**config.mk**
```make
export PLATFORM = sky130hd
export DESIGN_NAME = csf_status_reg
export DESIGN_NICKNAME = d
export VERILOG_FILES = /design/src/rtl/csf_pkg.sv /design/src/rtl/csf_alu.sv /design/src/rtl/csf_status_reg.sv
export SDC_FILE = /design/constraint.sdc
export NUM_CORES = 1
export LEC_CHECK = 0
export BUFFER_PORTS_ARGS = -buffer_cell sky130_fd_sc_hd__buf_2
export CORE_MARGIN = 1
export CORE_UTILIZATION = 56
export DETAILED_ROUTE_END_ITERATION = 16
export PLACE_DENSITY = 0.85
export SETUP_SLACK_MARGIN = 0.15
export SLEW_MARGIN = 20
export SYNTH_ARGS = -nofsm -noshare
export SYNTH_HDL_FRONTEND = slang
export SYNTH_SLANG_ARGS = --single-unit
```
**constraint.sdc**
```tcl
create_clock -name ref_clk -period 7.1 [get_ports ref_clk]
set_input_delay 1.42 -clock ref_clk [delete_from_list [all_inputs] [get_ports ref_clk]]
set_output_delay 1.42 -clock ref_clk [all_outputs]
set_load 0.005 [all_outputs]
```
**src/rtl/csf_pkg.sv**
```systemverilog
// Package with constants and types for the core status flag register.
// Operation
// [RULE_01] The status register may be the destination of any instruction like any other register.
// [RULE_02] When a flag-updating instruction writes the status register, its flag results replace the written zero, digit carry and carry bits.
// [RULE_03] The time-out and power-down bits are read-only to instruction writes.
// [RULE_04] A file clear of the status register zeroes the three upper bits and sets the zero flag.
// [RULE_05] Software should alter the status register only with bit clear, bit set, nibble swap and move-to-register.
// [RULE_06] Software keeps the two reserved upper bits at zero; the block does not use them.
// [RULE_07] The bank select bit in position 5 picks bank 1 (80h-FFh) when set and bank 0 (00h-7Fh) when clear.
// [RULE_08] The active-low time-out bit 4 is set on power-up, watchdog clear and sleep, and cleared on a watchdog time-out.
// [RULE_09] The active-low power-down bit 3 is set on power-up and watchdog clear, and cleared by sleep.
// [RULE_10] The zero flag in bit 2 is set when an arithmetic or logic result is all zero and cleared otherwise.
// [RULE_11] For add and subtract the digit carry in bit 1 is the carry out of result bit 3.
// [RULE_12] For add and subtract the carry in bit 0 is the carry out of the most significant bit.
// [RULE_13] Subtraction adds the two's complement, so carry and digit carry mean no borrow when set.
// [RULE_14] Rotate right or left through carry loads carry with the low or high bit shifted out.
// [RULE_15] The status register answers at both 03h and 83h.
// [RULE_16] Flag updates commit in the write-back cycle and take priority over data written to the register.
package csf_pkg;
  localparam logic [7:0] STATUS_ADDR_B0 = 8'h03;
  localparam logic [7:0] STATUS_ADDR_B1 = 8'h83;
  localparam int         BIT_C     = 0;
  localparam int         BIT_DC    = 1;
  localparam int         BIT_Z     = 2;
  localparam int         BIT_PD    = 3;
  localparam int         BIT_TO    = 4;
  localparam int         BIT_BANK  = 5;
  localparam int         BIT_RSV_HI  = 6;
  localparam int         BIT_RSV_IND = 7;
  localparam logic [7:0] STATUS_RESET = 8'h18;
  localparam logic [7:0] UPPER3_MASK  = 8'he0;

  typedef enum logic [3:0] {
    CSF_OP_NONE,
    CSF_OP_ADD,
    CSF_OP_SUB,
    CSF_OP_AND,
    CSF_OP_IOR,
    CSF_OP_XOR,
    CSF_OP_MOVE,
    CSF_OP_CLEAR,
    CSF_OP_COMP,
    CSF_OP_INC,
    CSF_OP_DEC,
    CSF_OP_RRC,
    CSF_OP_RLC,
    CSF_OP_SWAP,
    CSF_OP_PASS
  } csf_op_e;

  // Bank select prepended to a 7-bit direct address.
  function automatic logic [7:0] csf_direct_addr(input logic bank, input logic [6:0] low);
    csf_direct_addr = {bank, low};
  endfunction : csf_direct_addr
endpackage : csf_pkg

```
**src/rtl/csf_alu.sv**
```systemverilog
// Eight-bit ALU that produces the result and the zero, digit carry and carry flags.
`timescale 1ns/1ps
module csf_alu (
  // Operation and operands
  input  csf_pkg::csf_op_e op,
  input  wire logic [7:0]  opnd_a,
  input  wire logic [7:0]  opnd_b,
  input  wire logic        carry_in,
  // Results
  output logic [7:0]       result,
  output logic             zero_upd,
  output logic             zero_out,
  output logic             carry_upd,
  output logic             carry_out,
  output logic             nibble_upd,
  output logic             nibble_carry_out
);
  logic [4:0] lo_sum;
  logic [4:0] hi_sum;
  logic [7:0] addend;

  always_comb begin
    // Subtraction adds the two's complement of b, so set carries mean no borrow.
    // [RULE_13] two's complement subtract
    addend = (op == csf_pkg::CSF_OP_SUB) ? ~opnd_b : opnd_b;
    lo_sum = {1'b0, opnd_a[3:0]} + {1'b0, addend[3:0]}
           + {4'h0, (op == csf_pkg::CSF_OP_SUB)};
    hi_sum = {1'b0, opnd_a[7:4]} + {1'b0, addend[7:4]} + {4'h0, lo_sum[4]};
    result = opnd_a;
    zero_upd = 1'b0;
    carry_upd = 1'b0;
    carry_out = carry_in;
    nibble_upd = 1'b0;
    nibble_carry_out = 1'b0;
    case (op)
      csf_pkg::CSF_OP_ADD, csf_pkg::CSF_OP_SUB: begin
        result = {hi_sum[3:0], lo_sum[3:0]};
        zero_upd = 1'b1;
        // [RULE_11] digit carry out
        nibble_upd = 1'b1;
        nibble_carry_out = lo_sum[4];
        // [RULE_12] carry out of msb
        carry_upd = 1'b1;
        carry_out = hi_sum[4];
      end
      csf_pkg::CSF_OP_AND: begin
        result = opnd_a & opnd_b;
        zero_upd = 1'b1;
      end
      csf_pkg::CSF_OP_IOR: begin
        result = opnd_a | opnd_b;
        zero_upd = 1'b1;
      end
      csf_pkg::CSF_OP_XOR: begin
        result = opnd_a ^ opnd_b;
        zero_upd = 1'b1;
      end
      csf_pkg::CSF_OP_MOVE: begin
        result = opnd_a;
        zero_upd = 1'b1;
      end
      csf_pkg::CSF_OP_CLEAR: begin
        result = 8'h00;
        zero_upd = 1'b1;
      end
      csf_pkg::CSF_OP_COMP: begin
        result = ~opnd_a;
        zero_upd = 1'b1;
      end
      csf_pkg::CSF_OP_INC: begin
        result = opnd_a + 8'h01;
        zero_upd = 1'b1;
      end
      csf_pkg::CSF_OP_DEC: begin
        result = opnd_a - 8'h01;
        zero_upd = 1'b1;
      end
      // [RULE_14] rotate through carry
      csf_pkg::CSF_OP_RRC: begin
        result = {carry_in, opnd_a[7:1]};
        carry_upd = 1'b1;
        carry_out = opnd_a[0];
      end
      csf_pkg::CSF_OP_RLC: begin
        result = {opnd_a[6:0], carry_in};
        carry_upd = 1'b1;
        carry_out = opnd_a[7];
      end
      csf_pkg::CSF_OP_SWAP: result = {opnd_a[3:0], opnd_a[7:4]};
      csf_pkg::CSF_OP_PASS: result = opnd_b;
      default: result = opnd_a;
    endcase
    // [RULE_10] zero flag from result
    zero_out = (result == 8'h00);
  end
endmodule : csf_alu

```
**src/rtl/csf_status_reg.sv**
```systemverilog
// Status flag register with ALU, write protection and bank select.
`timescale 1ns/1ps
module csf_status_reg (
  // Clock and control
  input  wire logic        ref_clk,
  input  wire logic        srst,
  input  wire logic        clk_en,
  // Instruction write-back
  input  wire logic        instr_valid,
  input  csf_pkg::csf_op_e instr_op,
  input  wire logic [7:0]  opnd_a,
  input  wire logic [7:0]  opnd_b,
  input  wire logic        dest_is_file,
  input  wire logic [6:0]  dest_addr_low,
  // Power events
  input  wire logic        watchdog_clear_instr,
  input  wire logic        sleep_instr,
  input  wire logic        watchdog_timeout,
  // Results
  output logic [7:0]       alu_result,
  output logic [7:0]       status_rd,
  output logic [7:0]       direct_addr,
  output logic             bank_select_bit
);
  logic [7:0] status_q;
  logic [7:0] status_d;
  logic [7:0] res_w;
  logic [7:0] result_q;
  logic       z_upd;
  logic       z_val;
  logic       c_upd;
  logic       c_val;
  logic       dc_upd;
  logic       dc_val;
  logic       hit_status;
  logic       wr_status;
  logic [7:0] result_d;
  logic       flag_op;

  csf_alu u_alu (
    .op               (instr_op),
    .opnd_a           (opnd_a),
    .opnd_b           (opnd_b),
    .carry_in         (status_q[csf_pkg::BIT_C]),
    .result           (res_w),
    .zero_upd         (z_upd),
    .zero_out         (z_val),
    .carry_upd        (c_upd),
    .carry_out        (c_val),
    .nibble_upd       (dc_upd),
    .nibble_carry_out (dc_val)
  );

  always_comb begin
    // [RULE_07] bank selects direct page
    direct_addr = csf_pkg::csf_direct_addr(status_q[csf_pkg::BIT_BANK], dest_addr_low);
    // [RULE_15] status seen at 03h and 83h
    hit_status = (direct_addr == csf_pkg::STATUS_ADDR_B0)
              || (direct_addr == csf_pkg::STATUS_ADDR_B1);
    wr_status = instr_valid && dest_is_file && hit_status;
    flag_op = z_upd || dc_upd || c_upd;
    status_d = status_q;
    result_d = result_q;
    // The result register follows executed instructions only, so it stays readable.
    if (instr_valid) result_d = res_w;
    // [RULE_01] plain write of the register
    if (wr_status) begin
      // [RULE_03] time-out and power-down protected
      status_d[7:5] = res_w[7:5];
      // [RULE_02] flag bits write-locked
      // An op that touches any flag blocks the write of all three, as a file clear shows.
      if (!flag_op) status_d[2:0] = res_w[2:0];
    end
    // [RULE_04] file clear on status
    if (wr_status && instr_op == csf_pkg::CSF_OP_CLEAR) begin
      status_d = status_q & ~csf_pkg::UPPER3_MASK;
    end
    // [RULE_16] flags override written data
    // [RULE_02] flag results replace write
    if (instr_valid) begin
      if (z_upd) status_d[csf_pkg::BIT_Z] = z_val;
      if (dc_upd) status_d[csf_pkg::BIT_DC] = dc_val;
      if (c_upd) status_d[csf_pkg::BIT_C] = c_val;
    end
    // [RULE_08] time-out flag events
    if (watchdog_clear_instr || sleep_instr) status_d[csf_pkg::BIT_TO] = 1'b1;
    if (watchdog_timeout) status_d[csf_pkg::BIT_TO] = 1'b0;
    // [RULE_09] power-down flag events
    if (watchdog_clear_instr) status_d[csf_pkg::BIT_PD] = 1'b1;
    if (sleep_instr) status_d[csf_pkg::BIT_PD] = 1'b0;
  end

  always_ff @(posedge ref_clk) begin
    if (srst) begin
      status_q <= csf_pkg::STATUS_RESET;
      result_q <= 8'h00;
    end else if (clk_en) begin
      status_q <= status_d;
      result_q <= result_d;
    end
  end

  assign alu_result = result_q;
  assign status_rd = status_q;
  assign bank_select_bit = status_q[csf_pkg::BIT_BANK];

  // [RULE_08] reset loads flags
  // Reset is the one event that must not disable its own check.
  a_reset_value: assert property (@(posedge ref_clk) // [RULE_08]
    srst
    |=> status_q == csf_pkg::STATUS_RESET && result_q == 8'h00)
    else $error("reset value wrong");

  // [RULE_09] sleep clears power-down
  a_sleep_clears_pd: assert property (@(posedge ref_clk) disable iff (srst) // [RULE_09]
    clk_en && sleep_instr
    |=> !status_q[csf_pkg::BIT_PD])
    else $error("power-down not cleared by sleep");

  // [RULE_09] watchdog clear sets power-down
  a_clear_sets_pd: assert property (@(posedge ref_clk) disable iff (srst) // [RULE_09]
    clk_en && watchdog_clear_instr && !sleep_instr
    |=> status_q[csf_pkg::BIT_PD])
    else $error("power-down not set by watchdog clear");

  // [RULE_08] time-out clears flag
  a_wdt_clears_to: assert property (@(posedge ref_clk) disable iff (srst) // [RULE_08]
    clk_en && watchdog_timeout
    |=> !status_q[csf_pkg::BIT_TO])
    else $error("time-out not cleared");

  // [RULE_08] clear or sleep sets
  a_event_sets_to: assert property (@(posedge ref_clk) disable iff (srst) // [RULE_08]
    clk_en && (watchdog_clear_instr || sleep_instr) && !watchdog_timeout
    |=> status_q[csf_pkg::BIT_TO])
    else $error("time-out flag not set");

  // [RULE_03] protected bits hold
  a_to_pd_protect: assert property (@(posedge ref_clk) disable iff (srst) // [RULE_03]
    clk_en && !watchdog_clear_instr && !sleep_instr && !watchdog_timeout
    |=> $stable(status_q[4:3]))
    else $error("protected bits changed");

  // [RULE_10] zero flag value
  a_zero_flag: assert property (@(posedge ref_clk) disable iff (srst) // [RULE_10]
    clk_en && instr_valid && z_upd
    |=> status_q[csf_pkg::BIT_Z] == (result_q == 8'h00))
    else $error("zero flag mismatch");

  // [RULE_10] no flags otherwise
  a_no_flag_ops: assert property (@(posedge ref_clk) disable iff (srst) // [RULE_10]
    clk_en && instr_valid && !wr_status
    && (instr_op == csf_pkg::CSF_OP_SWAP || instr_op == csf_pkg::CSF_OP_PASS)
    |=> $stable(status_q[2:0]))
    else $error("flags changed by a flag-free op");

  // [RULE_12] add carry out
  a_add_carry: assert property (@(posedge ref_clk) disable iff (srst) // [RULE_12]
    clk_en && instr_valid && instr_op == csf_pkg::CSF_OP_ADD
    |=> status_q[csf_pkg::BIT_C] == (({1'b0, $past(opnd_a)} + {1'b0, $past(opnd_b)}) > 9'h0ff))
    else $error("add carry wrong");

  // [RULE_11] add digit carry
  a_add_nibble: assert property (@(posedge ref_clk) disable iff (srst) // [RULE_11]
    clk_en && instr_valid && instr_op == csf_pkg::CSF_OP_ADD
    |=> status_q[csf_pkg::BIT_DC] ==
        (({1'b0, $past(opnd_a[3:0])} + {1'b0, $past(opnd_b[3:0])}) > 5'h0f))
    else $error("digit carry wrong");

  // [RULE_13] subtract carry polarity
  a_sub_borrow: assert property (@(posedge ref_clk) disable iff (srst) // [RULE_13]
    clk_en && instr_valid && instr_op == csf_pkg::CSF_OP_SUB
    |=> status_q[csf_pkg::BIT_C] == ($past(opnd_a) >= $past(opnd_b)))
    else $error("sub borrow polarity wrong");

  // [RULE_13] subtract digit polarity
  a_sub_nibble: assert property (@(posedge ref_clk) disable iff (srst) // [RULE_13]
    clk_en && instr_valid && instr_op == csf_pkg::CSF_OP_SUB
    |=> status_q[csf_pkg::BIT_DC] == ($past(opnd_a[3:0]) >= $past(opnd_b[3:0])))
    else $error("sub digit borrow polarity wrong");

  // [RULE_14] rotate right carry
  a_rotate_carry: assert property (@(posedge ref_clk) disable iff (srst) // [RULE_14]
    clk_en && instr_valid && instr_op == csf_pkg::CSF_OP_RRC
    |=> status_q[csf_pkg::BIT_C] == $past(opnd_a[0]))
    else $error("rotate carry wrong");

  // [RULE_14] rotate left carry
  a_rotate_left: assert property (@(posedge ref_clk) disable iff (srst) // [RULE_14]
    clk_en && instr_valid && instr_op == csf_pkg::CSF_OP_RLC
    |=> status_q[csf_pkg::BIT_C] == $past(opnd_a[7]))
    else $error("rotate left carry wrong");

  // [RULE_04] file clear result
  a_clear_status: assert property (@(posedge ref_clk) disable iff (srst) // [RULE_04]
    clk_en && wr_status && instr_op == csf_pkg::CSF_OP_CLEAR
    |=> status_q[7:5] == 3'h0 && status_q[csf_pkg::BIT_Z])
    else $error("file clear of status wrong");

  // [RULE_01] plain status write
  a_status_write: assert property (@(posedge ref_clk) disable iff (srst) // [RULE_01]
    clk_en && wr_status && !flag_op
    |=> status_q[7:5] == result_q[7:5] && status_q[2:0] == result_q[2:0])
    else $error("status write lost");

  // [RULE_02] carry write locked
  a_write_keeps_c: assert property (@(posedge ref_clk) disable iff (srst) // [RULE_02]
    clk_en && wr_status && flag_op && !c_upd
    |=> $stable(status_q[csf_pkg::BIT_C]))
    else $error("carry written by a flag op");

  // [RULE_02] digit carry locked
  a_write_keeps_dc: assert property (@(posedge ref_clk) disable iff (srst) // [RULE_02]
    clk_en && wr_status && flag_op && !dc_upd
    |=> $stable(status_q[csf_pkg::BIT_DC]))
    else $error("digit carry written by a flag op");

  // [RULE_16] flag beats data
  a_flag_commit: assert property (@(posedge ref_clk) disable iff (srst) // [RULE_16]
    clk_en && instr_valid && c_upd
    |=> status_q[csf_pkg::BIT_C] == $past(c_val))
    else $error("carry result not committed");

  // [RULE_16] result register hold
  a_result_hold: assert property (@(posedge ref_clk) disable iff (srst) // [RULE_16]
    clk_en && !instr_valid
    |=> $stable(result_q))
    else $error("result changed without an instruction");

  // [RULE_16] enable freezes state
  a_frozen_state: assert property (@(posedge ref_clk) disable iff (srst) // [RULE_16]
    !clk_en
    |=> $stable(status_q) && $stable(result_q))
    else $error("state changed while disabled");

  // [RULE_15] both status aliases
  a_status_alias: assert property (@(posedge ref_clk) disable iff (srst) // [RULE_15]
    dest_addr_low == 7'h03
    |-> hit_status)
    else $error("status alias missed");

  // [RULE_07] bank picks page
  a_bank_addr: assert property (@(posedge ref_clk) // [RULE_07]
    direct_addr[7] == status_q[csf_pkg::BIT_BANK] && bank_select_bit == status_q[5])
    else $error("bank address wrong");

  c_sub_status: cover property (@(posedge ref_clk) disable iff (srst)
    clk_en && wr_status && instr_op == csf_pkg::CSF_OP_SUB);
  c_sleep: cover property (@(posedge ref_clk) disable iff (srst) clk_en && sleep_instr);
  c_bank1_hit: cover property (@(posedge ref_clk) disable iff (srst)
    wr_status && status_q[csf_pkg::BIT_BANK]);
  c_flag_write: cover property (@(posedge ref_clk) disable iff (srst)
    clk_en && wr_status && flag_op && !c_upd);
  c_frozen: cover property (@(posedge ref_clk) disable iff (srst)
    !clk_en && instr_valid);
endmodule : csf_status_reg

```
==> After elaboration in Yosys (flattened, before gate mapping) <==
Cells that the tools add are included.
W data, S select, Z words.
{ "word_totals": {"reg_bits": 16, "in_bits": 35, "wordCells": 72} }
{ "classes": {"n_addsub": 6, "eq_ne": 17, "mux": 19, "bitwise": 5, "n_reduce_logical": 19} }
{ "ops": {"columns": ["op", "count"], "rows": [
  ["$pmux W8 S12", 1],
  ["$eq A4 B4 Y1 const B", 7],
  ["$eq A4 B3 Y1 const B", 4],
  ["$mux W8", 2],
  ["$not A8 Y8", 2],
  ["$mux W3", 4],
  ["$mux W1", 11],
  ["$add A4 B4 Y5", 2],
  ["$add A5 B1 Y5", 2],
  ["$reduce_and A2 Y1", 5],
  ["$reduce_or A10 Y1", 1],
  ["$add A8 B1 Y8 const B", 1],
  ["$and A8 B8 Y8", 1],
  ["$eq A4 B2 Y1 const B", 2],
  ["$eq A8 B2 Y1 const B", 1],
  ["$eq A8 B8 Y1 const B", 1],
  ["$logic_not A8 Y1", 1],
  ["$or A8 B8 Y8", 1],
  ["$sub A8 B1 Y8 const B", 1],
  ["$xor A8 B8 Y8", 1],
  ["$reduce_bool A2 Y1", 3],
  ["$ne A5 B2 Y1 const B", 1],
  ["$eq A4 B1 Y1 const B", 1],
  ["$logic_or A1 B1 Y1", 4],
  ["4 further kinds", 6]
]} }

==> Depth between registers and ports, before layout <==
Gate-level depths: netlist (run 1).
{ "depth": {"ltp_word": 11, "mapped_depth": 17, "ltp_nobuf": 13} }

==> Hierarchy <==
From an unflattened synthesis (run 1), not the netlist that was laid out.
{ "unflattened": {"cells_unflattened": 385, "hier_area_um2": 2830.2} }
{ "modules_own_cells": {"columns": ["mod", "n_inst", "cells_per_inst", "area_each_um2", "seq_area_each_um2"], "rows": [
  ["csf_alu", 1, 288, 2030.7, 0.0],
  ["csf_status_reg", 1, 97, 799.5, 320.3]
]} }

==> Least setup slack after synthesis (run 1) <==
OpenSTA, ideal clock, no wires.
{ "synth_path": {"kind": "in2reg", "startpoint": "input port instr_op[0]", "endpoint": "register status_q[2] (netlist: status_rd[2])", "setup_ns": 0.096, "arrival_time_ns": 5.450, "slack_ns": 1.554, "stages": 16, "path_cell_list": "buf_6 buf_6 buf_4 nor4b_1 buf_2 xnor2_1 fa_1 a21o_1 a21o_1 fa_1 fa_1 a32oi_1 o311ai_0 o32a_1 or4b_1 o41ai_2"} }
{ "synth_via": {"elab_chain_cells": 10, "elab_cells_between_ends": 35, "cone_classes": "4 x add/sub; 14 x eq/ne; 10 x mux; 7 x reduce/logical"} }
{ "synth_rtl": {"columns": ["item", "line", "rtl"], "rows": [
  ["from (decl)", "csf_status_reg.sv:10", "input csf_pkg::csf_op_e instr_op,"],
  ["branches (longest 9 deep; another with $add A4 B4 Y5)", null, null],
  ["$mux W3 *", "csf_status_reg.sv:80", "if (instr_valid) begin"],
  ["to (signal assigned)", "csf_status_reg.sv:95", "status_q <= csf_pkg::STATUS_RESET;"],
  ["to (signal assigned)", "csf_status_reg.sv:98", "status_q <= status_d;"],
  ["to (decl)", "csf_status_reg.sv:25", "logic [7:0] status_q;"]
]} }
Every way passes the cells marked *. The select of a mux whose other input is x is not followed.
A chain may end at the register's enable or synchronous reset.

==> Worst setup path in the final report (run 1) <==
{ "layout_path": {"startpoint": "input port instr_op[2]", "endpoint": "register status_q[2] (netlist: status_rd[2])"} }
Same word-level chain as after synthesis.

==> flow_summary.ini, run 1 <==
[synthesis]
ys_async_sr_fraction_pct = 0
synth_largest_area_cell = ha_1
synth_area_sq_um = 2760
yosys_warnings = 0
synth_fp_nets = 432
synth_cell_types = 67
synth.area.top_cells = ha_1, dfxtp_1, a21oi_1, xnor2_1, nand2_1
synthTopCellsByCount = a21oi_1, ha_1, nand2_1, nor2_1, inv_1
synth_edf_count = 0
synth.avg_cell_area_sq_um = 7.562
seq_area_frac_synth_pct = 11.60
synthCells = 365
ys_ff_latch = 16
yosysTopAreaCellShare_pct = 12.69
synth_most_common_cell = a21oi_1
ys.flop_type = dfxtp_1

[cts]
clock-sinks = 16
cts_max_path_buffers = 2
cts_resized = 0
cts_tree = done
numCtsBuffers = 3
cts_hold_buf = 0
root_buffer = clkbuf_8
clk_latency_ns = 0.26
clkTransAtPathRegs_ns = 0.07
post_cts_buffers = 0
htree_levels = 1

[place]
hpwl_mm = 5.929
dp_slack_ns = 0.6794
place_congestion = 0.9674
io_buffers = 59

[floorplan]
num_rows = 25
die_y_microns = 72.21
core_sq_um = 4723
die-area_sq_um = 5214
io_pins = 60
die_x_microns = 72.21
start_util_pct = 58.44

[global_route]
grt_max_degree = 44
grt_usage_pct = 30.80
antenna_found_initial = 0
grt_overflow = 0
grt_pass1_wl_mm = 12.81
grt_pass1_vias = 2688

[timing]
fin_ws_ns = 1.292
hold_viol_final = 0
clock_skew_ns = 0.004933
setup_viol = 0
fmax_mhz = 172.2
whs_ns = 0.4545
worstMarginPinSlew_ns = 0.9964
tns_ns = 0
slew_headroom_pct = 33.06
period_needed_ns = 5.808
finalCritPeriodShare_pct = 81.80
final_max_slew_viol_count = 0
grt_setup_unrepaired = false

[outcome]
status = finished, final reports clean

[worst_setup_path]
worstPathRequired_ns = 7.26
crit_fanout = 38
crit_type = in2reg
worst_ep_arrival_time_ns = 5.97
timing.critical_path.to_type = register
critPathLaunchType = input pin

[finish]
drive_gt1_share_pct = 20.91
num_antenna_cells = 0
area_growth_pct = 8.930
final_nets = 465
fillers = 414
final_util_pct = 63.66

[route]
dr.pass1.iters = 5
drc = 0
finalWirelength_mm = 7.842
drtIter0Drc = 364
wl_per_cell_microns = 16.90
avgViaCountPerCell = 6.379
vias = 2960
drtAntennaViolNets = 0

[worst_hold_path]
hold_path_class = reg2reg

[pwr]
pwr_density_cell_nw_per_um2 = 116.4
p_leak_uw = 0.001325
total_power_uw = 349.8
irDropWorstVdd_uv = 90.64

[flow_run]
maxCapViolCount = 0
## area by class of cell
| cell class | count | area, sq um | area share (%) |
|---|---|---|---|
| clock buffer | 4 | 55.05 | 1.831 |
| inverter | 21 | 78.83 | 2.622 |
| multi-input combinational | 293 | 2143 | 71.29 |
| sequential | 16 | 320.3 | 10.65 |
| tap | 67 | 83.83 | 2.788 |
| timing repair buffer | 63 | 325.3 | 10.82 |
## metal layers
| layer | vias to the layer above | track usage, % | share of wire, % |
|---|---|---|---|
| li1 | 1394 | - | - |
| met1 | 1367 | 42.72 | 43 |
| met2 | 168 | 48.91 | 45 |
| met3 | 31 | 4.028 | 9.4 |
| met4 | 0 | 10.89 | 3.1 |
| met5 | - | 0 | 0 |
## metrics by stage
stage	cells	cell area, sq um
after floorplan	365	2760
after global placement	460	2943
after detailed placement	460	2943
after CTS	464	2998
after global routing	464	3007
final	464	3007
## kinds of logic (layout without fill, tap and decap cells)
| logic type | after synthesis | after routing | synth area share [%] |
|---|---|---|---|
| flip-flops | 16 | 16 | 11.60 |
| buffers and inverters | 56 | 88 | 11.29 |
| AO/OA/AOI/OAI | 115 | 115 | 29.60 |
| XOR/XNOR | 17 | 17 | 5.666 |
| multiplexers | 7 | 7 | 2.584 |
| AND/OR/NAND/NOR | 122 | 122 | 23.66 |
| adder cells (fa/ha/maj) | 32 | 32 | 15.59 |
## sequential cells by signal (all words and copies together), names as in the netlist
name        flops
status_rd       8
alu_result      8
## power breakdown
part | internal, uW | total (uW) | switching (uW) | leakage [uW]
Combinational | 68.4 | 169 | 101 | 0.00117
Sequential | 94.0 | 96.2 | 2.18 | 0.000131
Clock | 49.4 | 84.5 | 35.1 | 0.0000288
Total | 212 | 350 | 138 | 0.00133
## placed cells by master (no fill, tap or decap), types with 12 or more instances in the layout
cell type / netlist / layout
buf_2: 9 / 59
a21oi_1: 30 / 30
ha_1: 28 / 28
nand2_1: 27 / 27
nor2_1: 26 / 26
inv_1: 20 / 20
dfxtp_1: 16 / 16
nor3_1: 14 / 14
nand3_1: 13 / 13
xnor2_1: 12 / 12
o21ai_0: 12 / 12
## final timing paths
path	to	slack, ns	cells after the start	startpoint
setup / recovery	status_rd[2]$_SDFFE_PP0P_	1.29	13	instr_op[2]
hold / removal	alu_result[2]$_SDFFE_PP0P_	0.45	2	alu_result[2]$_SDFFE_PP0P_
setup reg to reg	status_rd[2]$_SDFFE_PP0P_	5.31	6	status_rd[0]$_SDFFE_PP0P_
hold reg to reg	alu_result[2]$_SDFFE_PP0P_	0.45	2	alu_result[2]$_SDFFE_PP0P_
## worst max-delay path, cell delays in order
cell      delay (ns)
buf_2           0.31
nor4b_4         0.74
xnor2_1         0.24
fa_1            0.47
a21o_1          0.18
a21o_1          0.20
fa_1            0.41
fa_1            0.46
a32oi_1         0.16
o311ai_0        0.15
o32a_1          0.41
or4b_1          0.53
o41ai_2         0.28
(Power assumes the default switching activity.)
==> run 2: changes to the inputs <==
Settings changed: CORE_UTILIZATION 56 to 51, PLACE_DENSITY 0.85 to 0.82.
Clock period 7.1 ns to 5 ns, I/O delays scaled along.
==> run 2 against run 1 <==
Power grew 42%. Die area grew 9.5%. Non-clock buffer count grew 3. Count of clock-buffer cells in the layout is the same. Largest power group unchanged. Combinational power grew 43%. Via count shrank 3.1%. Cell count grew 1.3%. Utilization shrank 4.7 points. Routed wire length grew 0.82%. Highest routed layer unchanged. Largest cell class unchanged.
==> flow_summary.ini, run 2 (synthesis results as in run 1) <==
[pwr]
pwr_density_cell_nw_per_um2 = 163.0
pwr-share-comb_pct = 48.8
pwr-share-seq_pct = 27.5
switching_share_pct = 39.02
p_leak_uw = 0.001340
p_sw_uw = 193.8
p_int_uw = 302.9
clockPowerShare_pct = 23.6
irDropWorstVdd_uv = 123.4

[place]
dp_slack_ns = 0.1997
io_buffers = 59
hpwl_mm = 6.106
place_congestion = 0.9344
placedCellCount = 466

[floorplan]
die_y_microns = 75.57
num_rows = 26
die-area_sq_um = 5710
io_pins = 60
core_sq_um = 5172
start_util_pct = 53.36
die_x_microns = 75.57

[route]
avgViaCountPerCell = 6.102
finalWirelength_mm = 7.906
vias = 2868
wl_per_cell_microns = 16.82
drc = 0
dr.pass1.iters = 5
drtAntennaViolNets = 0
drtIter0Drc = 239

[finish]
register_area_sq_um = 320.3
mostFrequentLayoutCells = buf_2, a21oi_1, ha_1
instances_no_fill = 470
final_util_pct = 58.93
area_growth_pct = 10.43
layout_commonest_cell = buf_2
multi_input_area_sq_um = 2158
drive_gt1_share_pct = 22.25
fillers = 478
final_nets = 468
num_antenna_cells = 0

[outcome]
status = finished, final reports clean

[worst_setup_path]
path_cells = buf_2 > nor4b_2 > buf_4 > xnor2_4 > fa_2 > a21o_1 > a21o_1 > fa_2 > fa_1 > a32oi_1 > o311ai_1 > o32a_1 > or4b_1 > o41ai_2
critPathLaunchType = input pin
critical-path-max-stage-delay_ns = 0.49
crit_fanout = 8
timing.critical_path.to_type = register
cpMaxStageDelayCell = or4b_1
worst_r2r_endpoint = status_rd[2]$_SDFFE_PP0P_
crit_type = in2reg
reg2reg_slack_ns = 3.19
r2r_start = status_rd[0]$_SDFFE_PP0P_
r2r_cells = 6
worst_ep_arrival_time_ns = 4.67
worstPathRequired_ns = 5.16

[timing]
slew_headroom_pct = 26.75
worstMarginPinSlew_ns = 1.071
finalCritPeriodShare_pct = 90.32
grt_setup_unrepaired = false
final_max_slew_viol_count = 0
setup_viol = 0
tns_ns = 0
fin_ws_ns = 0.4839
period_needed_ns = 4.516
whs_ns = 0.4521
fmax_mhz = 221.4
clock_skew_ns = 0.005872
hold_viol_final = 0

[global_route]
grt_pass1_wl_mm = 12.07
grt_usage_pct = 27.77
grt_pass1_vias = 2540
antenna_found_initial = 0
grt_overflow = 0
grt_max_degree = 44

[cts]
htree_levels = 1
cts_resized = 0
clock-sinks = 16
cts_tree = done
clkTransAtPathRegs_ns = 0.06
numCtsBuffers = 3
cts_hold_buf = 0
clk_latency_ns = 0.25
root_buffer = clkbuf_8
post_cts_buffers = 0
cts_max_path_buffers = 2

[worst_hold_path]
hold_path_class = reg2reg
holdPathEnd = alu_result[6]$_SDFFE_PP0P_
hp-start = alu_result[6]$_SDFFE_PP0P_
hold_path_depth = 2

[flow_run]
maxCapViolCount = 0
## run 2: cell types whose count changed in the layout (fill, tap and decap cells not counted)
| cell | before | now |
|---|---|---|
| xnor2_1 | 12 | 11 |
| fa_2 | 0 | 2 |
| o311ai_1 | 0 | 1 |
| nor4b_4 | 1 | 0 |
| nor4b_2 | 0 | 1 |
| xnor2_4 | 0 | 1 |
| fa_1 | 4 | 2 |
| o311ai_0 | 1 | 0 |
| buf_4 | 4 | 7 |
## run 2: through the flow
step                      cell area, sq um  total power (uW)
after detailed placement              2993             377.5
after global routing                  3048             532.8
after global placement                2993             373.8
after CTS                             3048             495.3
after floorplan                       2793             312.2
final                                 3048             496.7
## run 2: area by class of cell
cell class,instances,share of cell area (%)
clock buffer,4,1.806
inverter,21,2.586
tap,70,2.874
timing repair buffer,66,11.41
multi-input combinational,293,70.81
sequential,16,10.51
## run 2: worst max-delay path: cells and delay by family
| family | cells | cell delay [ns] |
|---|---|---|
| AND/OR/NAND/NOR | 2 | 0.75 |
| buffers and inverters | 2 | 0.35 |
| XOR/XNOR | 1 | 0.09 |
| adder cells (fa/ha/maj) | 3 | 1.19 |
| AO/OA/AOI/OAI | 6 | 1.30 |
## run 2: power groups by stage
| stage | clock network (uW) | registers (uW) | logic, uW |
|---|---|---|---|
| after floorplan | 0 | 140 | 172 |
| after global placement | 0 | 140 | 234 |
| after detailed placement | 0 | 140 | 238 |
| after CTS | 119 | 137 | 239 |
| after global routing | 127 | 137 | 268 |
| final | 117 | 137 | 242 |
## run 2: worst max-delay path by stage
| stage | start | to | slack, ns | depth (start not counted) |
|---|---|---|---|---|
| 2_1_floorplan | instr_op[0] | status_rd[2]$_SDFFE_PP0P_ | 0.15 | 16 |
| 3_3_place_gp | instr_op[0] | status_rd[2]$_SDFFE_PP0P_ | 0.30 | 14 |
| 3_5_place_dp | instr_op[0] | status_rd[2]$_SDFFE_PP0P_ | 0.20 | 14 |
| 4_1_cts | instr_op[0] | status_rd[2]$_SDFFE_PP0P_ | 0.48 | 14 |
| 5_1_grt | instr_op[0] | status_rd[2]$_SDFFE_PP0P_ | 0.32 | 14 |
| 6_report | instr_op[0] | status_rd[2]$_SDFFE_PP0P_ | 0.48 | 14 |
## run 2: layer usage
layer | routed length (microns) | track usage [%] | share of wire [%]
met5 | 0 | 0 | 0
met1 | 3549 | 38.48 | 45
met3 | 455 | 3.175 | 5.8
met2 | 3814 | 46.63 | 48
met4 | 87 | 5.556 | 1.1
==> run 3: changes to the inputs <==
Settings changed: BUFFER_PORTS_ARGS -buffer_cell sky130_fd_sc_hd__buf_2 to unset, CORE_UTILIZATION 51 to 60, CTS_BUF_LIST set to sky130_fd_sc_hd__clkbuf_4, DONT_BUFFER_PORTS set to 1, GPL_TIMING_DRIVEN set to 0.
==> run 3 against run 2 <==
Design area fell by 3.0%. Fmax is 5.6% lower. Register-to-register slack got worse by 0.04 ns. Worst hold slack gained 0.033 ns. Critical endpoint unchanged. Largest power group unchanged. Highest routed layer unchanged.
==> flow_summary.ini, run 3 (synthesis results as in run 1) <==
[timing]
fmax_mhz = 209.1
slew_headroom_pct = 35.42
finalCritPeriodShare_pct = 95.66
final_max_slew_viol_count = 0
whs_ns = 0.4851
grt_setup_unrepaired = false
period_needed_ns = 4.783
setup_viol = 0
clock_skew_ns = 0.009929
hold_viol_final = 0
worstMarginPinSlew_ns = 0.9663

[finish]
fillers = 390
instances_no_fill = 426
drive_gt1_share_pct = 15.24
final_nets = 442
area_growth_pct = 7.071
mostFrequentLayoutCells = a21oi_1, ha_1, nand2_1
register_area_sq_um = 320.3
num_antenna_cells = 0
layout_commonest_cell = a21oi_1
multi_input_area_sq_um = 2177

[cts]
clock-sinks = 16
clk_latency_ns = 0.30
root_buffer = clkbuf_4
cts_max_path_buffers = 2
clkTransAtPathRegs_ns = 0.09
htree_levels = 1
numCtsBuffers = 3
cts_hold_buf = 0
cts_tree = done

[floorplan]
core_sq_um = 4384
num_rows = 24
die-area_sq_um = 4876
io_pins = 60
die_x_microns = 69.83
start_util_pct = 62.96
die_y_microns = 69.83

[worst_setup_path]
worst_r2r_endpoint = status_rd[2]$_SDFFE_PP0P_
r2r_start = status_rd[2]$_SDFFE_PP0P_
r2r_cells = 4
worst_ep_arrival_time_ns = 4.98
crit_fanout = 10
timing.critical_path.to_type = register
crit_type = in2reg
worstPathRequired_ns = 5.20
critPathLaunchType = input pin
reg2reg_slack_ns = 3.15

[pwr]
pwr-share-comb_pct = 52.7
p_sw_uw = 182.4
pwr-share-seq_pct = 30.8
irDropWorstVdd_uv = 128.5
total_power_uw = 447.5
p_leak_uw = 0.001222
pwr_density_cell_nw_per_um2 = 151.4
clockPowerShare_pct = 16.5
switching_share_pct = 40.75
p_int_uw = 265.2

[global_route]
antenna_found_initial = 0
grt_overflow = 0
grt_pass1_wl_mm = 13.57
grt_usage_pct = 34.81
grt_max_degree = 20
grt_pass1_vias = 2657

[place]
place_congestion = 0.9795
placedCellCount = 417
hpwl_mm = 6.380
io_buffers = 0

[route]
drtIter0Drc = 276
finalWirelength_mm = 8.389
vias = 2865
drtAntennaViolNets = 0
wl_per_cell_microns = 19.69
dr.pass1.iters = 5
drc = 0
avgViaCountPerCell = 6.725

[worst_hold_path]
hp-start = alu_result[6]$_SDFFE_PP0P_
hold_path_depth = 2
hold_path_class = reg2reg
holdPathEnd = alu_result[6]$_SDFFE_PP0P_

[outcome]
status = finished, final reports clean

[flow_run]
maxCapViolCount = 0
## run 3: cell types whose count changed in the layout (fill, tap and decap cells not counted), moves of 2 or more
cell      before  now
clkbuf_8       4    0
clkbuf_1       0    5
buf_1          0    2
buf_4          7   17
buf_6          0    7
clkbuf_4       0    3
buf_2         59    8
## run 3: repair_timing
action                                  4_1_cts  5_1_grt
resized for setup                             0        5
endpoints found under the hold margin         0        0
buffers inserted                              2        4
pin swaps                                     0       10
endpoints found under the setup margin        1        1
cloned                                        0        0
## run 3: metal layers
| metal | up-vias | GRT usage, % | part of all wire (%) |
|---|---|---|---|
| li1 | 1348 | - | - |
| met1 | 1328 | 48.61 | 43 |
| met2 | 166 | 54.70 | 45 |
| met3 | 23 | 5.814 | 8.8 |
| met4 | 0 | 10.44 | 2.4 |
| met5 | - | 0 | 0 |
## run 3: worst max-delay path by stage
stage                                            to        start  slack [ns]
after detailed placement  status_rd[2]$_SDFFE_PP0P_  instr_op[2]       -0.30
after CTS                 status_rd[2]$_SDFFE_PP0P_  instr_op[0]        0.16
after global placement    status_rd[2]$_SDFFE_PP0P_  instr_op[2]       -0.25
final                     status_rd[2]$_SDFFE_PP0P_  instr_op[0]        0.22
after floorplan           status_rd[2]$_SDFFE_PP0P_  instr_op[0]        0.15
after global routing      status_rd[2]$_SDFFE_PP0P_  instr_op[0]        0.10
## run 3: stage by stage
stage          TNS, ns  utilization [%]  setup slack, ns  instance area [sq um]
5_1_grt              0            67.41           0.1032                   2955
2_1_floorplan        0                -           0.1511                   2793
6_report             0            67.41           0.2171                   2955
3_5_place_dp   -0.2981            65.33          -0.2981                   2864
3_3_place_gp   -0.2510            65.18          -0.2510                   2858
4_1_cts              0            66.18           0.1637                   2902
## run 3: power groups by stage
stage / logic, uW / clock network, uW / registers, uW
after floorplan: 172 / 0 / 140
after global placement: 215 / 0 / 141
after detailed placement: 219 / 0 / 141
after CTS: 221 / 77.1 / 138
after global routing: 257 / 81.1 / 139
final: 236 / 73.8 / 138
## run 3: critical path: stages
cell	delay, ns
buf_6	0.12
buf_6	0.14
buf_8	0.14
nor4b_4	0.24
buf_6	0.17
xnor2_4	0.08
fa_2	0.38
a21o_1	0.17
a21o_1	0.19
fa_2	0.43
fa_1	0.46
a32oi_1	0.17
o311ai_1	0.13
o32a_1	0.36
or4b_4	0.49
o41ai_2	0.32
## run 3: final cells by class
| type | count | share of cell area, % |
|---|---|---|
| multi-input combinational | 293 | 73.67 |
| buffer | 34 | 8.213 |
| inverter | 21 | 2.667 |
| clock buffer | 3 | 0.7621 |
| tap | 52 | 2.202 |
| timing repair buffer | 6 | 1.524 |
| sequential | 16 | 10.84 |
| clock inverter | 1 | 0.1270 |
